**config.mk**
```make
export PLATFORM = sky130hd
export DESIGN_NAME = input_and_bidir_port_group
export DESIGN_NICKNAME = d
export VERILOG_FILES = /design/src/hdl/port_group_pkg.sv /design/src/hdl/pin_sync.sv /design/src/hdl/input_and_bidir_port_group.sv
export SDC_FILE = /design/constraint.sdc
export NUM_CORES = 1
export LEC_CHECK = 0
export BUFFER_PORTS_ARGS = -buffer_cell sky130_fd_sc_hd__buf_2
export CORE_ASPECT_RATIO = 1.25
export CORE_MARGIN = 2
export CORE_UTILIZATION = 30
export DETAILED_ROUTE_END_ITERATION = 16
export GPL_TIMING_DRIVEN = 0
export PLACE_DENSITY_LB_ADDON = 0.15
export SYNTH_ARGS = -nofsm -noshare
export SYNTH_HDL_FRONTEND = slang
export SYNTH_SLANG_ARGS = --single-unit
```
**constraint.sdc**
```tcl
create_clock -name clk_i -period 4.45 [get_ports clk_i]
set_input_delay 0.89 -clock clk_i [delete_from_list [all_inputs] [get_ports clk_i]]
set_output_delay 0.89 -clock clk_i [all_outputs]
set_load 0.01 [all_outputs]
```
**src/hdl/port_group_pkg.sv**
```systemverilog
// constants shared by the port group and its testbench
package port_group_pkg;
	// ****************************************
	// register offsets (byte addresses)
	// ****************************************
	localparam logic [7:0] OFS_INPUT_ONLY_PIN_LEVELS = 8'h03;
	localparam logic [7:0] OFS_EIGHT_PIN_PORT_LATCHES = 8'h08;
	localparam logic [7:0] OFS_SIX_PIN_PORT_LATCHES = 8'h09;
	localparam logic [7:0] OFS_SIX_PIN_PORT_DIRECTION = 8'h0d;
	localparam logic [7:0] OFS_EIGHT_PIN_PORT_DIRECTION = 8'h0c;
	// ****************************************
	// widths and reset values
	// ****************************************
	localparam int IN_PINS = 7;
	localparam int E_PINS = 8;
	localparam int F_PINS = 6;
	localparam logic [7:0] DIR_RESET = 8'h00;
	localparam logic [7:0] E_TIMER_PIN_MASK = 8'h1f;
	localparam logic [7:0] E_SERIAL_PIN_MASK = 8'h60;
	localparam int SYNC_STAGES = 2;
	localparam logic [31:0] UNMAPPED_READ = 32'h0000_0000;
endpackage

```
**src/hdl/pin_sync.sv**
```systemverilog
// two-flop synchroniser for a vector of pin levels
`timescale 1ns/1ps
module pin_sync #(
	parameter int WIDTH = 8
) (
	// clock and reset
	input wire logic clk_i,
	input wire logic rst_i,
	// pins
	input wire logic [WIDTH-1:0] async_i,
	output logic [WIDTH-1:0] sync_o
);
	logic [WIDTH-1:0] meta_reg;

	// first stage read only by the second
	always_ff @(posedge clk_i) begin
		meta_reg <= async_i;
		sync_o <= meta_reg;
	end
endmodule

```
**src/hdl/input_and_bidir_port_group.sv**
```systemverilog
// input-only port plus two bidirectional ports behind a classic wishbone slave
//
// Our own choice: the Wishbone interface to the registers.
`timescale 1ns/1ps
// Operation
// - input port reads seven synchronised pin levels
// - input-pin latch write leaves pin level alone
// - reset leaves input port contents untouched
// - eight-pin port latches, timer/serial pins shared
// - eight-pin direction one drives, zero floats
// - reset clears eight-pin direction bits
// - eight-pin read: latch if output, else pin
// - bidirectional latches always accept writes
// - timer-owned pin ignores direction for drive
// - six-pin latches bits 5:0, reset keeps
// - six-pin direction drives; bits 7:6 zero
// - reset clears six-pin direction bits
// - six-pin read: latch if output, else pin
// - serial-owned six-pin pin ignores direction for drive
module input_and_bidir_port_group (
	// clock and reset
	input wire logic clk_i,
	input wire logic rst_i,
	// wishbone slave
	input wire logic wb_cyc_i,
	input wire logic wb_stb_i,
	input wire logic wb_we_i,
	input wire logic [7:0] wb_adr_i,
	input wire logic [3:0] wb_sel_i,
	input wire logic [31:0] wb_dat_i,
	output logic [31:0] wb_dat_o,
	output logic wb_ack_o,
	// input-only pins
	input wire logic [port_group_pkg::IN_PINS-1:0] in_pin_i,
	// eight-pin port
	input wire logic [port_group_pkg::E_PINS-1:0] e_pin_i,
	output logic [port_group_pkg::E_PINS-1:0] e_pin_o,
	output logic [port_group_pkg::E_PINS-1:0] e_pin_oe_n_o,
	input wire logic [port_group_pkg::E_PINS-1:0] e_alt_own_i,
	input wire logic [port_group_pkg::E_PINS-1:0] e_alt_out_i,
	input wire logic [port_group_pkg::E_PINS-1:0] e_alt_oe_i,
	// six-pin port
	input wire logic [port_group_pkg::F_PINS-1:0] f_pin_i,
	output logic [port_group_pkg::F_PINS-1:0] f_pin_o,
	output logic [port_group_pkg::F_PINS-1:0] f_pin_oe_n_o,
	input wire logic [port_group_pkg::F_PINS-1:0] f_alt_own_i,
	input wire logic [port_group_pkg::F_PINS-1:0] f_alt_out_i,
	input wire logic [port_group_pkg::F_PINS-1:0] f_alt_oe_i
);
	import port_group_pkg::*;

	logic [IN_PINS-1:0] in_sync;
	logic [E_PINS-1:0] e_sync;
	logic [F_PINS-1:0] f_sync;
	logic [E_PINS-1:0] e_latch_reg;
	logic [F_PINS-1:0] f_latch_reg;
	logic [E_PINS-1:0] e_dir_reg;
	logic [F_PINS-1:0] f_dir_reg;
	logic req;
	logic wr;
	logic [31:0] rd_next;

	// ****************************************
	// pin synchronisers
	// ****************************************
	pin_sync #(.WIDTH(IN_PINS)) u_in_sync (
		.clk_i(clk_i),
		.rst_i(rst_i),
		.async_i(in_pin_i),
		.sync_o(in_sync)
	);
	pin_sync #(.WIDTH(E_PINS)) u_e_sync (
		.clk_i(clk_i),
		.rst_i(rst_i),
		.async_i(e_pin_i),
		.sync_o(e_sync)
	);
	pin_sync #(.WIDTH(F_PINS)) u_f_sync (
		.clk_i(clk_i),
		.rst_i(rst_i),
		.async_i(f_pin_i),
		.sync_o(f_sync)
	);

	// per bit: latch when driven by software direction, pin otherwise
	function automatic logic [7:0] mix_read(input logic [7:0] dir, input logic [7:0] lat, input logic [7:0] pin);
		mix_read = (dir & lat) | (~dir & pin);
	endfunction

	// ****************************************
	// bus slave
	// ****************************************
	// ack lasts one cycle; a held request gets a new ack every other cycle
	assign req = wb_cyc_i && wb_stb_i && !wb_ack_o;
	assign wr = req && wb_we_i && wb_sel_i[0];

	always_ff @(posedge clk_i) begin
		if (rst_i) begin
			wb_ack_o <= 1'b0;
		end else begin
			wb_ack_o <= req;
		end
	end

	always_comb begin
		rd_next = UNMAPPED_READ;
		case (wb_adr_i)
			OFS_INPUT_ONLY_PIN_LEVELS: rd_next = {25'h0, in_sync};
			OFS_EIGHT_PIN_PORT_LATCHES: rd_next = {24'h0, mix_read(e_dir_reg, e_latch_reg, e_sync)};
			OFS_SIX_PIN_PORT_LATCHES: rd_next = {24'h0, mix_read({2'h0, f_dir_reg}, {2'h0, f_latch_reg}, {2'h0, f_sync})};
			OFS_EIGHT_PIN_PORT_DIRECTION: rd_next = {24'h0, e_dir_reg};
			OFS_SIX_PIN_PORT_DIRECTION: rd_next = {26'h0, f_dir_reg};
			default: rd_next = UNMAPPED_READ;
		endcase
	end

	always_ff @(posedge clk_i) begin
		if (rst_i) begin
			wb_dat_o <= UNMAPPED_READ;
		end else if (req && !wb_we_i) begin
			wb_dat_o <= rd_next;
		end
	end

	// ****************************************
	// data latches, untouched by reset
	// ****************************************
	// the input-only port has no storage, so its writes vanish
	always_ff @(posedge clk_i) begin
		if (wr && wb_adr_i == OFS_EIGHT_PIN_PORT_LATCHES) begin
			e_latch_reg <= wb_dat_i[E_PINS-1:0];
		end
	end

	always_ff @(posedge clk_i) begin
		if (wr && wb_adr_i == OFS_SIX_PIN_PORT_LATCHES) begin
			f_latch_reg <= wb_dat_i[F_PINS-1:0];
		end
	end

	// ****************************************
	// direction registers
	// ****************************************
	always_ff @(posedge clk_i) begin
		if (rst_i) begin
			e_dir_reg <= DIR_RESET[E_PINS-1:0];
		end else if (wr && wb_adr_i == OFS_EIGHT_PIN_PORT_DIRECTION) begin
			e_dir_reg <= wb_dat_i[E_PINS-1:0];
		end
	end

	always_ff @(posedge clk_i) begin
		if (rst_i) begin
			f_dir_reg <= DIR_RESET[F_PINS-1:0];
		end else if (wr && wb_adr_i == OFS_SIX_PIN_PORT_DIRECTION) begin
			f_dir_reg <= wb_dat_i[F_PINS-1:0];
		end
	end

	// ****************************************
	// pin drivers, registered; enable low drives
	// ****************************************
	// one cycle of lag after a write; write the latch first to avoid a glitch
	always_ff @(posedge clk_i) begin
		if (rst_i) begin
			e_pin_o <= 8'h00;
		end else begin
			e_pin_o <= (e_alt_own_i & e_alt_out_i) | (~e_alt_own_i & e_latch_reg);
		end
	end

	always_ff @(posedge clk_i) begin
		if (rst_i) begin
			e_pin_oe_n_o <= 8'hff;
		end else begin
			e_pin_oe_n_o <= ~((e_alt_own_i & e_alt_oe_i) | (~e_alt_own_i & e_dir_reg));
		end
	end

	always_ff @(posedge clk_i) begin
		if (rst_i) begin
			f_pin_o <= 6'h00;
		end else begin
			f_pin_o <= (f_alt_own_i & f_alt_out_i) | (~f_alt_own_i & f_latch_reg);
		end
	end

	always_ff @(posedge clk_i) begin
		if (rst_i) begin
			f_pin_oe_n_o <= 6'h3f;
		end else begin
			f_pin_oe_n_o <= ~((f_alt_own_i & f_alt_oe_i) | (~f_alt_own_i & f_dir_reg));
		end
	end

	// ****************************************
	// assertions
	// ****************************************
	ack_one_cycle_a: assert property (@(posedge clk_i) disable iff (rst_i)
		wb_ack_o |=> !wb_ack_o) else $error("ack held two cycles");
	ack_follows_req_a: assert property (@(posedge clk_i) disable iff (rst_i)
		(wb_cyc_i && wb_stb_i && !wb_ack_o) |=> wb_ack_o) else $error("ack missing");
	in_read_pins_a: assert property (@(posedge clk_i) disable iff (rst_i)
		(req && !wb_we_i && wb_adr_i == OFS_INPUT_ONLY_PIN_LEVELS) |=> wb_dat_o == {25'h0, $past(in_sync)})
		else $error("input port read wrong");
	in_bit7_zero_a: assert property (@(posedge clk_i) disable iff (rst_i)
		(req && !wb_we_i && wb_adr_i == OFS_INPUT_ONLY_PIN_LEVELS) |=> wb_dat_o[7] == 1'b0)
		else $error("input port bit 7 set");
	e_dir_reset_a: assert property (@(posedge clk_i)
		rst_i |=> e_dir_reg == 8'h00) else $error("eight-pin direction not cleared");
	f_dir_reset_a: assert property (@(posedge clk_i)
		rst_i |=> f_dir_reg == 6'h00) else $error("six-pin direction not cleared");
	e_drive_a: assert property (@(posedge clk_i) disable iff (rst_i)
		(!e_alt_own_i[0]) |=> e_pin_oe_n_o[0] == !$past(e_dir_reg[0])) else $error("eight-pin drive wrong");
	e_timer_own_a: assert property (@(posedge clk_i) disable iff (rst_i)
		(e_alt_own_i[0]) |=> e_pin_oe_n_o[0] == !$past(e_alt_oe_i[0])) else $error("timer drive wrong");
	f_serial_own_a: assert property (@(posedge clk_i) disable iff (rst_i)
		(f_alt_own_i[0]) |=> f_pin_oe_n_o[0] == !$past(f_alt_oe_i[0])) else $error("serial drive wrong");
	e_latch_write_a: assert property (@(posedge clk_i)
		(wr && wb_adr_i == OFS_EIGHT_PIN_PORT_LATCHES) |=> e_latch_reg == $past(wb_dat_i[7:0]))
		else $error("latch write lost");
	f_read_mix_a: assert property (@(posedge clk_i) disable iff (rst_i)
		(req && !wb_we_i && wb_adr_i == OFS_SIX_PIN_PORT_LATCHES) |=>
		wb_dat_o[5:0] == (($past(f_dir_reg) & $past(f_latch_reg)) | (~$past(f_dir_reg) & $past(f_sync))))
		else $error("six-pin read wrong");
	f_dir_high_zero_a: assert property (@(posedge clk_i) disable iff (rst_i)
		(req && !wb_we_i && wb_adr_i == OFS_SIX_PIN_PORT_DIRECTION) |=> wb_dat_o[7:6] == 2'h0)
		else $error("reserved bits set");

	// ****************************************
	// register and pin assertions
	// ****************************************
	e_read_mix_a: assert property (@(posedge clk_i) disable iff (rst_i)
		(req && !wb_we_i && wb_adr_i == OFS_EIGHT_PIN_PORT_LATCHES)
		|=> wb_dat_o[7:0] == (($past(e_dir_reg) & $past(e_latch_reg)) | (~$past(e_dir_reg) & $past(e_sync))))
		else $error("eight-pin read wrong");
	e_pin_value_a: assert property (@(posedge clk_i) disable iff (rst_i)
		e_alt_own_i[7]
		|=> e_pin_o[7] == $past(e_alt_out_i[7]))
		else $error("timer value not passed");
	f_drive_a: assert property (@(posedge clk_i) disable iff (rst_i)
		!f_alt_own_i[1]
		|=> f_pin_oe_n_o[1] == !$past(f_dir_reg[1]))
		else $error("six-pin drive wrong");
	f_pin_value_a: assert property (@(posedge clk_i) disable iff (rst_i)
		f_alt_own_i[0]
		|=> f_pin_o[0] == $past(f_alt_out_i[0]))
		else $error("serial value not passed");
	unmapped_read_a: assert property (@(posedge clk_i) disable iff (rst_i)
		(req && !wb_we_i && wb_adr_i > OFS_SIX_PIN_PORT_DIRECTION)
		|=> wb_dat_o == UNMAPPED_READ)
		else $error("unmapped read not zero");
	in_write_drop_a: assert property (@(posedge clk_i) disable iff (rst_i)
		(wr && wb_adr_i == OFS_INPUT_ONLY_PIN_LEVELS)
		|=> $stable(e_dir_reg) && $stable(f_dir_reg))
		else $error("input port write leaked");
	e_dir_write_a: assert property (@(posedge clk_i) disable iff (rst_i)
		(wr && wb_adr_i == OFS_EIGHT_PIN_PORT_DIRECTION)
		|=> e_dir_reg == $past(wb_dat_i[7:0]))
		else $error("eight-pin direction write lost");
	f_dir_write_a: assert property (@(posedge clk_i) disable iff (rst_i)
		(wr && wb_adr_i == OFS_SIX_PIN_PORT_DIRECTION)
		|=> f_dir_reg == $past(wb_dat_i[5:0]))
		else $error("six-pin direction write lost");
	f_latch_write_a: assert property (@(posedge clk_i) disable iff (rst_i)
		(wr && wb_adr_i == OFS_SIX_PIN_PORT_LATCHES)
		|=> f_latch_reg == $past(wb_dat_i[5:0]))
		else $error("six-pin latch write lost");
	reset_outputs_a: assert property (@(posedge clk_i)
		rst_i
		|=> !wb_ack_o && e_pin_oe_n_o == 8'hff && f_pin_oe_n_o == 6'h3f)
		else $error("outputs not idle after reset");
	read_hold_a: assert property (@(posedge clk_i) disable iff (rst_i)
		!(req && !wb_we_i)
		|=> $stable(wb_dat_o))
		else $error("read data moved");
	e_dir_read_a: assert property (@(posedge clk_i) disable iff (rst_i)
		(req && !wb_we_i && wb_adr_i == OFS_EIGHT_PIN_PORT_DIRECTION)
		|=> wb_dat_o == {24'h0, $past(e_dir_reg)})
		else $error("eight-pin direction read wrong");
	in_sync_chain_a: assert property (@(posedge clk_i) disable iff (rst_i)
		1'b1
		|-> in_sync == $past(in_pin_i, 2))
		else $error("input sync depth wrong");
	f_dir_read_a: assert property (@(posedge clk_i) disable iff (rst_i)
		(req && !wb_we_i && wb_adr_i == OFS_SIX_PIN_PORT_DIRECTION)
		|=> wb_dat_o[5:0] == $past(f_dir_reg))
		else $error("six-pin direction read wrong");
	in_read_upper_a: assert property (@(posedge clk_i) disable iff (rst_i)
		(req && !wb_we_i && wb_adr_i == OFS_INPUT_ONLY_PIN_LEVELS)
		|=> wb_dat_o[31:7] == 25'h0)
		else $error("input port upper bits set");

	// ****************************************
	// cover points
	// ****************************************
	cover_write_c: cover property (@(posedge clk_i) wr);
	cover_f_serial_c: cover property (@(posedge clk_i) f_alt_own_i[0] && f_dir_reg[0]);
	cover_unmapped_c: cover property (@(posedge clk_i) req && wb_adr_i > OFS_SIX_PIN_PORT_DIRECTION);
	cover_e_read_c: cover property (@(posedge clk_i) req && !wb_we_i && wb_adr_i == OFS_EIGHT_PIN_PORT_LATCHES);
	cover_timer_c: cover property (@(posedge clk_i) e_alt_own_i[0] && e_dir_reg[0]);
endmodule

```
Yosys cells after proc, flatten, opt, wreduce, memory -nomap -nowiden --
Index checks and enable logic that the tools add are counted.
Storage, ports and cells: bits in registers 131, latch bits 0, RAM bits 0, ROM bits 0, input bits 112, output and inout bits 61, word-level logic and storage cells 57, memories kept 0
Cells by class: add/sub/neg operators 0, multipliers 0, div/mod/pow operators 0, order comparisons 0, equal/unequal tests 5, shift operators 0, mux-type cells 1, bitwise logic cells 24, reduce and logical (&&, ||, !) cells 11
Operators by type and width (count):
- $and 8x8->8 | 6
- $pmux 8 s5 | 1
- $eq 8x4->1 const B | 4
- $and 6x6->6 | 5
- $not 8->8 | 3
- $or 8x8->8 | 3
- $not 6->6 | 2
- $or 6x6->6 | 2
- $logic_and 1x1->1 | 9
- $and 8x6->8 | 1
- $eq 8x2->1 const B | 1
- $not 6->8 | 1
- $or 6x8->8 | 1
- $logic_not 1->1 | 2

Longest topological paths before layout --
Gate-level depths: netlist of run 1.
word-level depth 5, depth in mapped cells 6, gate-level depth less buffers 4

Modules after synthesis --
Synthesis of run 1 repeated with hierarchy kept, for this count alone.
Second synthesis, totals: cell total of the unflattened synthesis 309, area total of the unflattened synthesis 3754.9 um^2
By module, submodules not included:
- input_and_bidir_port_group | instances 1, cells an instance 267, area each 2914.0 um^2, sequential area each 1441.4 um^2
- pin_sync (u_e_sync) | instances 1, cells an instance 16, area each 320.3 um^2, sequential area each 320.3 um^2
- pin_sync (u_in_sync) | instances 1, cells an instance 14, area each 280.3 um^2, sequential area each 280.3 um^2
- pin_sync (u_f_sync) | instances 1, cells an instance 12, area each 240.2 um^2, sequential area each 240.2 um^2

Worst setup path after synthesis of run 1 --
Ideal clock, no wire load.
path type input -> register, start point input wb_adr_i[7], end point register e_latch_reg[0] (enable), library setup time 0.371 ns, arrival time 2.051 ns, data required time 4.079 ns, slack 2.028 ns, stages on the path 3, path buffers 0, cell sequence nor4_1 nand4_1 nor2_1
On the way: longest elaborated chain between the ends 2
RTL lines:
- start, declared | RTL line input_and_bidir_port_group.sv:28 | input wire logic [7:0] wb_adr_i,
- $eq 8x4->1 | RTL line input_and_bidir_port_group.sv:130 | if (wr && wb_adr_i == OFS_EIGHT_PIN_PORT_LATCHES) begin
- $logic_and 1x1->1 | RTL line input_and_bidir_port_group.sv:130
- end signal, assigned | RTL line input_and_bidir_port_group.sv:131 | e_latch_reg <= wb_dat_i[E_PINS-1:0];
- end, declared | RTL line input_and_bidir_port_group.sv:55 | logic [E_PINS-1:0] e_latch_reg;
No other way between the ends. A chain may end at the register's enable or synchronous reset.

Worst setup path in the final report of run 1 --
start point input wb_adr_i[7], end point register e_latch_reg[6] (enable)
Same word-level chain as after synthesis.

==> results.ini, run 1 <==
[grt]
antenna_found_initial=0
gr-usage-met3=0.0395
grt_first_pass_wirelength_mm=14.7
busiest_layer=met2
track_usage=0.146
use_met1=0.179
grt_pass1_vias=2706
grt_overflow=0
grtUsageMet2=0.236
grt_max_degree=19

[yosys]
synthArstFlopShare=0
ys_seq_area_frac=0.610
avgSynthCellArea_um2=11.4
synth_top_area_cell=dfxtp_1
synthCells=327
ys_types=36
yosysMostFrequentCell=dfxtp_1
synth-seq-cells=107
ys_top_cells_by_area=dfxtp_1 (50%), edfxtp_1 (11%), mux2i_1 (7.0%)
synth_area_um2=3740
synth_edf_count=14
ys_warn_count=0
synthDominantCellAreaShare=0.498
ys_top_cells_by_count=dfxtp_1 (93), nor2_1 (31), o21ai_0 (31), mux2i_1 (26), buf_4 (24)
synth_top_flop_cell=dfxtp_1

[critical_path]
cp_max_fo=9
cp-end-kind=flip-flop
cpMaxStageDelayCell=nor2_1
worstPathArrival_ns=3.03
cp_top_family=simple AND/OR/NAND/NOR gates
slowest_delay_ns=0.81
cp.buffers_inverters=1
cp_data_required_time_ns=4.42
crit_chain=buf_2 -> nor4_1 -> nand4_1 -> nor2_1
critPathKind=in2reg
start_kind=input port

[placement]
post-dp-hpwl_mm=7.26
portBuffers=120
gp_congestion=0.788
placed_area_um2=4630
dp_cells=634

[power_and_ir_drop]
comb_power_share=0.078
switching_share=0.224
p_per_area_nw_per_um2=403
p_clk_frac=0.410
p_seq_frac=0.512
power.switching_uw=447
leakage_uw=0.00215
p_int_uw=1550
vdd_drop_max_uv=150

[route]
finalWirelength_mm=9.65
via_count=2798
wire_per_inst_um=14.8
drtAntennaViolNets=0
drt-vias-per-instance=4.30
drc=0
drt_iter0_drc=114
drt_first_pass_iters=4

[floorplan]
coreArea_um2=12200
die_x_um=104
num_rows=45
initial_core_util=0.307
die_area_um2=13400
die_y_um=129
io_pins=173

[sta]
max_freq_ghz=0.327
rsz0062_at_grt=no
whs_ns=0.329
setup_viol=0
min_period_over_period=0.688
slew_viol_final=0
max-slew-margin-rel=0.427
hold_viol=0
setup_tns_ns=0
post-route-min-period_ns=3.06
worst_pin_slew_ns=0.857
clock_skew_ns=0.00505

[cts]
clk_pin_slew_ns=0.07
clock_path_buffers=2
cts-buffers-inserted=9
cts.sinks=107
cts_tree=done
post_cts_resized=0
cts-root-buf=clkbuf_16
post_cts_buffers=0
cts_htree_levels=3
clock_latency_ns=0.35
ctsHoldBuffers=0

[finish]
drive_gt1_frac=0.389
antenna_cells=0
final_nets=593
final_cells=650
final_area_um2=4940
nFillCells=1241
area_growth_pct=32.2

[status]
status=finished clean

[min_path]
hp-class=reg2reg

[job]
maxCapViolations=0

==> through the flow <==
| step | setup slack (ns) | total power, µW | utilization |
|---|---|---|---|
| after global placement | 1.22 | 1200 | 0.381 |
| after detailed placement | 1.11 | 1200 | 0.381 |
| final | 1.39 | 1990 | 0.406 |
| after global routing | 1.30 | 2070 | 0.406 |
| after CTS | 1.47 | 2010 | 0.406 |
| after floorplan | 2.03 | 1120 | - |
==> final cells by class <==
class                           count  area (µm²)  share of cell area
Buffer                             35         265              0.0537
Sequential cell                   107        2280               0.462
Clock buffer                       10         239              0.0483
Clock inverter                      6        73.8              0.0149
Timing Repair Buffer              120         601               0.121
Tap cell                          164         205              0.0415
Inverter                            2        7.51             0.00152
Multi-Input combinational cell    206        1270               0.257
==> metal layers <==
metal  vias up  wire [µm]
met5         -          0
met1      1262       4280
met3        17        599
li1       1406          -
met4         0        237
met2       113       4540
==> cells in the final DEF (no fill, tap or decap), drive strengths merged, types with 2 or more instances in the layout <==
master  synthesis  layout
a21oi          15      15
a22oi           7       7
a31oi           6       6
and2            4       4
buf            27     147
clkbuf          7      17
clkinv          0       4
conb            1      24
dfxtp          93      93
edfxtp         14      14
inv             2       3
mux2           14      14
mux2i          26      26
nand2          16      16
nand2b          3       3
nand3          10      10
nor2           31      31
nor4            2       2
o21ai          31      31
or3b            6       6
==> power by group through the flow <==
stage               clock network (µW)  logic [µW]  registers (µW)
floorplan                            0        73.0            1050
global placement                     0         155            1040
detailed placement                   0         156            1040
CTS                                836         157            1020
global route                       876         171            1020
finish                             818         155            1020
==> kinds of logic (layout without fill, tap and decap cells) <==
group | count (synthesis) | count (layout) | share of synthesized area
AND/OR/NAND/NOR | 81 | 81 | 0.114
flip-flops | 107 | 107 | 0.610
AO/OA/AOI/OAI | 61 | 61 | 0.0897
other | 1 | 24 | 0.00100
multiplexers | 40 | 40 | 0.112
buffers and inverters | 37 | 173 | 0.0730
==> worst register-to-register path: stages, from the launching register on <==
cell     delay (ns)
dfxtp_1        0.32
and3b_1        0.24
nand4_1        0.34
nor2_1         0.81
==> worst paths after layout <==
| path | slack (ns) | start | end | depth (start not counted) |
|---|---|---|---|---|
| max | 1.39 | wb_adr_i[7] | e_latch_reg[6] | 4 |
| min | 0.33 | u_f_sync.meta_reg[0] | u_f_sync.sync_o[0] | 0 |
| max reg2reg | 2.37 | wb_ack_o | e_latch_reg[6] | 3 |
| min reg2reg | 0.33 | u_f_sync.meta_reg[0] | u_f_sync.sync_o[0] | 0 |
Power figures use the tool's default switching activity.
==> run 2: changes to the inputs <==
--- a/config.mk
+++ b/config.mk
@@ -5,6 +5,7 @@
 export SDC_FILE = /design/constraint.sdc
 export NUM_CORES = 1
 export LEC_CHECK = 0
+export ABC_AREA = 1
 export BUFFER_PORTS_ARGS = -buffer_cell sky130_fd_sc_hd__buf_2
 export CORE_ASPECT_RATIO = 1.25
 export CORE_MARGIN = 2
==> constraint.sdc (replaced) <==
create_clock -name clk_i -period 3.07 [get_ports clk_i]
set_input_delay 0.614 -clock clk_i [delete_from_list [all_inputs] [get_ports clk_i]]
set_output_delay 0.614 -clock clk_i [all_outputs]
set_load 0.01 [all_outputs]
==> results.ini, run 2 <==
[status]
status=finished clean

[floorplan]
num_rows=46
die_y_um=131
coreArea_um2=12700
die_x_um=106
io_pins=173
die_area_um2=13900
initial_core_util=0.307

[critical_path]
reg2reg_slack_ns=1.18
cp-endpoint=e_latch_reg[3]
crit_chain=buf_2 -> inv_1 -> nand2_2 -> nor2_4 -> buf_6 -> buf_6 -> inv_1 -> nor4_2 -> buf_4
cp_data_required_time_ns=3.13
cpMaxStageDelayCell=nor4_2
slowest_delay_ns=0.60
r2r_end=e_latch_reg[3]
critPathKind=in2reg
start_kind=input port
r2r-start=wb_ack_o
cp_max_fo=10
r2r_cells=4
setup.worst_path.start=wb_adr_i[6]
cp-end-kind=flip-flop
worstPathArrival_ns=2.25

[route]
drc=0
finalWirelength_mm=9.72
drtAntennaViolNets=0
drt_first_pass_iters=4
wire_per_inst_um=12.9
drt_iter0_drc=93
drt-vias-per-instance=4.14
via_count=3130

[placement]
portBuffers=120
gp_congestion=0.808
post-dp-hpwl_mm=7.37

[sta]
min_period_over_period=0.713
rsz0062_at_grt=no
max-slew-margin-rel=0.514
post-route-min-period_ns=2.19
worst_pin_slew_ns=0.729
hold_viol=0
setup_viol=0
clock_skew_ns=0.00545
slew_viol_final=0
max_freq_ghz=0.457
setup_tns_ns=0

[finish]
final_nets=695
nFillCells=1329
antenna_cells=0
drive_gt1_frac=0.327
final_common_cell=buf_2
layout_common_cells=buf_2 (122), dfxtp_1 (93), nor2_1 (54), inv_1 (50), o21ai_0 (49)
area_growth_pct=31.1

[grt]
track_usage=0.146
grt_first_pass_wirelength_mm=15.8
antenna_found_initial=0
grt_pass1_vias=3087
grt_max_degree=20
grt_overflow=0

[power_and_ir_drop]
p_int_uw=2140
switching_share=0.245
leakage_uw=0.00243
vdd_drop_max_uv=238
p_seq_frac=0.524
comb_power_share=0.080
p_clk_frac=0.396
power.switching_uw=693
p_per_area_nw_per_um2=554
total_power_uw=2830

[cts]
cts-root-buf=clkbuf_16
post_cts_resized=0
clock_path_buffers=2
cts_htree_levels=3
clk_pin_slew_ns=0.07
cts-buffers-inserted=9
post_cts_buffers=0
cts.sinks=107
clock_latency_ns=0.35
ctsHoldBuffers=0
cts_tree=done

[yosys]
synth_top_flop_cell=dfxtp_1
synthCells=427
ys_top_cells_by_area=dfxtp_1 (48%), edfxtp_1 (11%), o21ai_0 (6.3%)
avgSynthCellArea_um2=9.12
synth-seq-cells=107
ys_types=27
synthDominantCellAreaShare=0.478
ys_warn_count=0
synth_edf_count=14
ys_seq_area_frac=0.586
yosysMostFrequentCell=dfxtp_1
synthArstFlopShare=0
synth_area_um2=3890
ys_top_cells_by_count=dfxtp_1 (93), nor2_1 (54), inv_1 (50), o21ai_0 (49), nand2_1 (37)
synth_top_area_cell=dfxtp_1

[min_path]
hp-class=reg2reg

[job]
maxCapViolations=0

## run 2: changes by cell type in the layout (fill, tap and decap cells not counted), sizes merged, moves of 21 or more
cell   previous run  this run
a21oi            15        36
inv               3        54
mux2i            26         0
nand2            16        42
nor2             31        61
o21ai            31        61
## run 2: worst min path at each step
stage / from / endpoint / slack (ns) / depth (start not counted)
3_3_place_gp: u_in_sync.meta_reg[0] / u_in_sync.sync_o[0] / 0.31 / 0
6_report: u_e_sync.meta_reg[7] / u_e_sync.sync_o[7] / 0.33 / 0
4_1_cts: u_in_sync.meta_reg[0] / u_in_sync.sync_o[0] / 0.33 / 0
3_5_place_dp: u_in_sync.meta_reg[0] / u_in_sync.sync_o[0] / 0.31 / 0
5_1_grt: u_e_sync.meta_reg[0] / u_e_sync.sync_o[0] / 0.34 / 0
2_1_floorplan: u_e_sync.meta_reg[0] / u_e_sync.sync_o[0] / 0.31 / 0
## run 2: area by class of cell
type                       count  area [µm²]  area share
clock buffer                   9         225      0.0441
multi-input combinational    257        1260       0.246
timing repair buffer         122         616       0.121
clock inverter                 7        61.3      0.0120
buffer                        35         262      0.0512
tap                          168         210      0.0412
sequential                   107        2280       0.447
inverter                      51         191      0.0375
## run 2: cell families after synthesis
logic type / after synthesis / synth area share
other: 1 / 0.000963
buffers and inverters: 86 / 0.116
and+or+nand+nor: 136 / 0.165
AOI/OAI and AO/OA: 97 / 0.131
DFF: 107 / 0.586
## run 2: worst max-delay path, delay by kind of cell
family | cells | cell delay, ns
AND/OR/NAND/NOR | 3 | 0.81
buffers and inverters | 6 | 0.82
## run 2: per-layer routing
metal	part of all wire	vias up	routed length [µm]	global-route usage
li1	-	1641	-	-
met1	0.44	1369	4280	0.182
met2	0.49	109	4750	0.247
met3	0.058	11	561	0.0357
met4	0.013	0	128	0.0461
met5	0	-	0	0
## run 2: stage by stage
stage	cells	utilization	worst slack, ns	hold slack [ns]	area [µm²]
2_1_floorplan	450	-	0.631	0.310	3980
3_3_place_gp	738	0.378	-0.473	0.312	4790
3_5_place_dp	740	0.380	0.525	0.312	4820
4_1_cts	756	0.403	0.887	0.329	5100
5_1_grt	756	0.403	0.763	0.336	5100
6_report	756	0.403	0.880	0.328	5100
## run 2: power by group through the flow
stage	Sequential [µW]	Clock [µW]	Combinational, µW
floorplan	1530	0	106
finish	1480	1120	226
CTS	1480	1140	228
detailed placement	1510	0	228
global placement	1510	0	225
global route	1490	1210	255
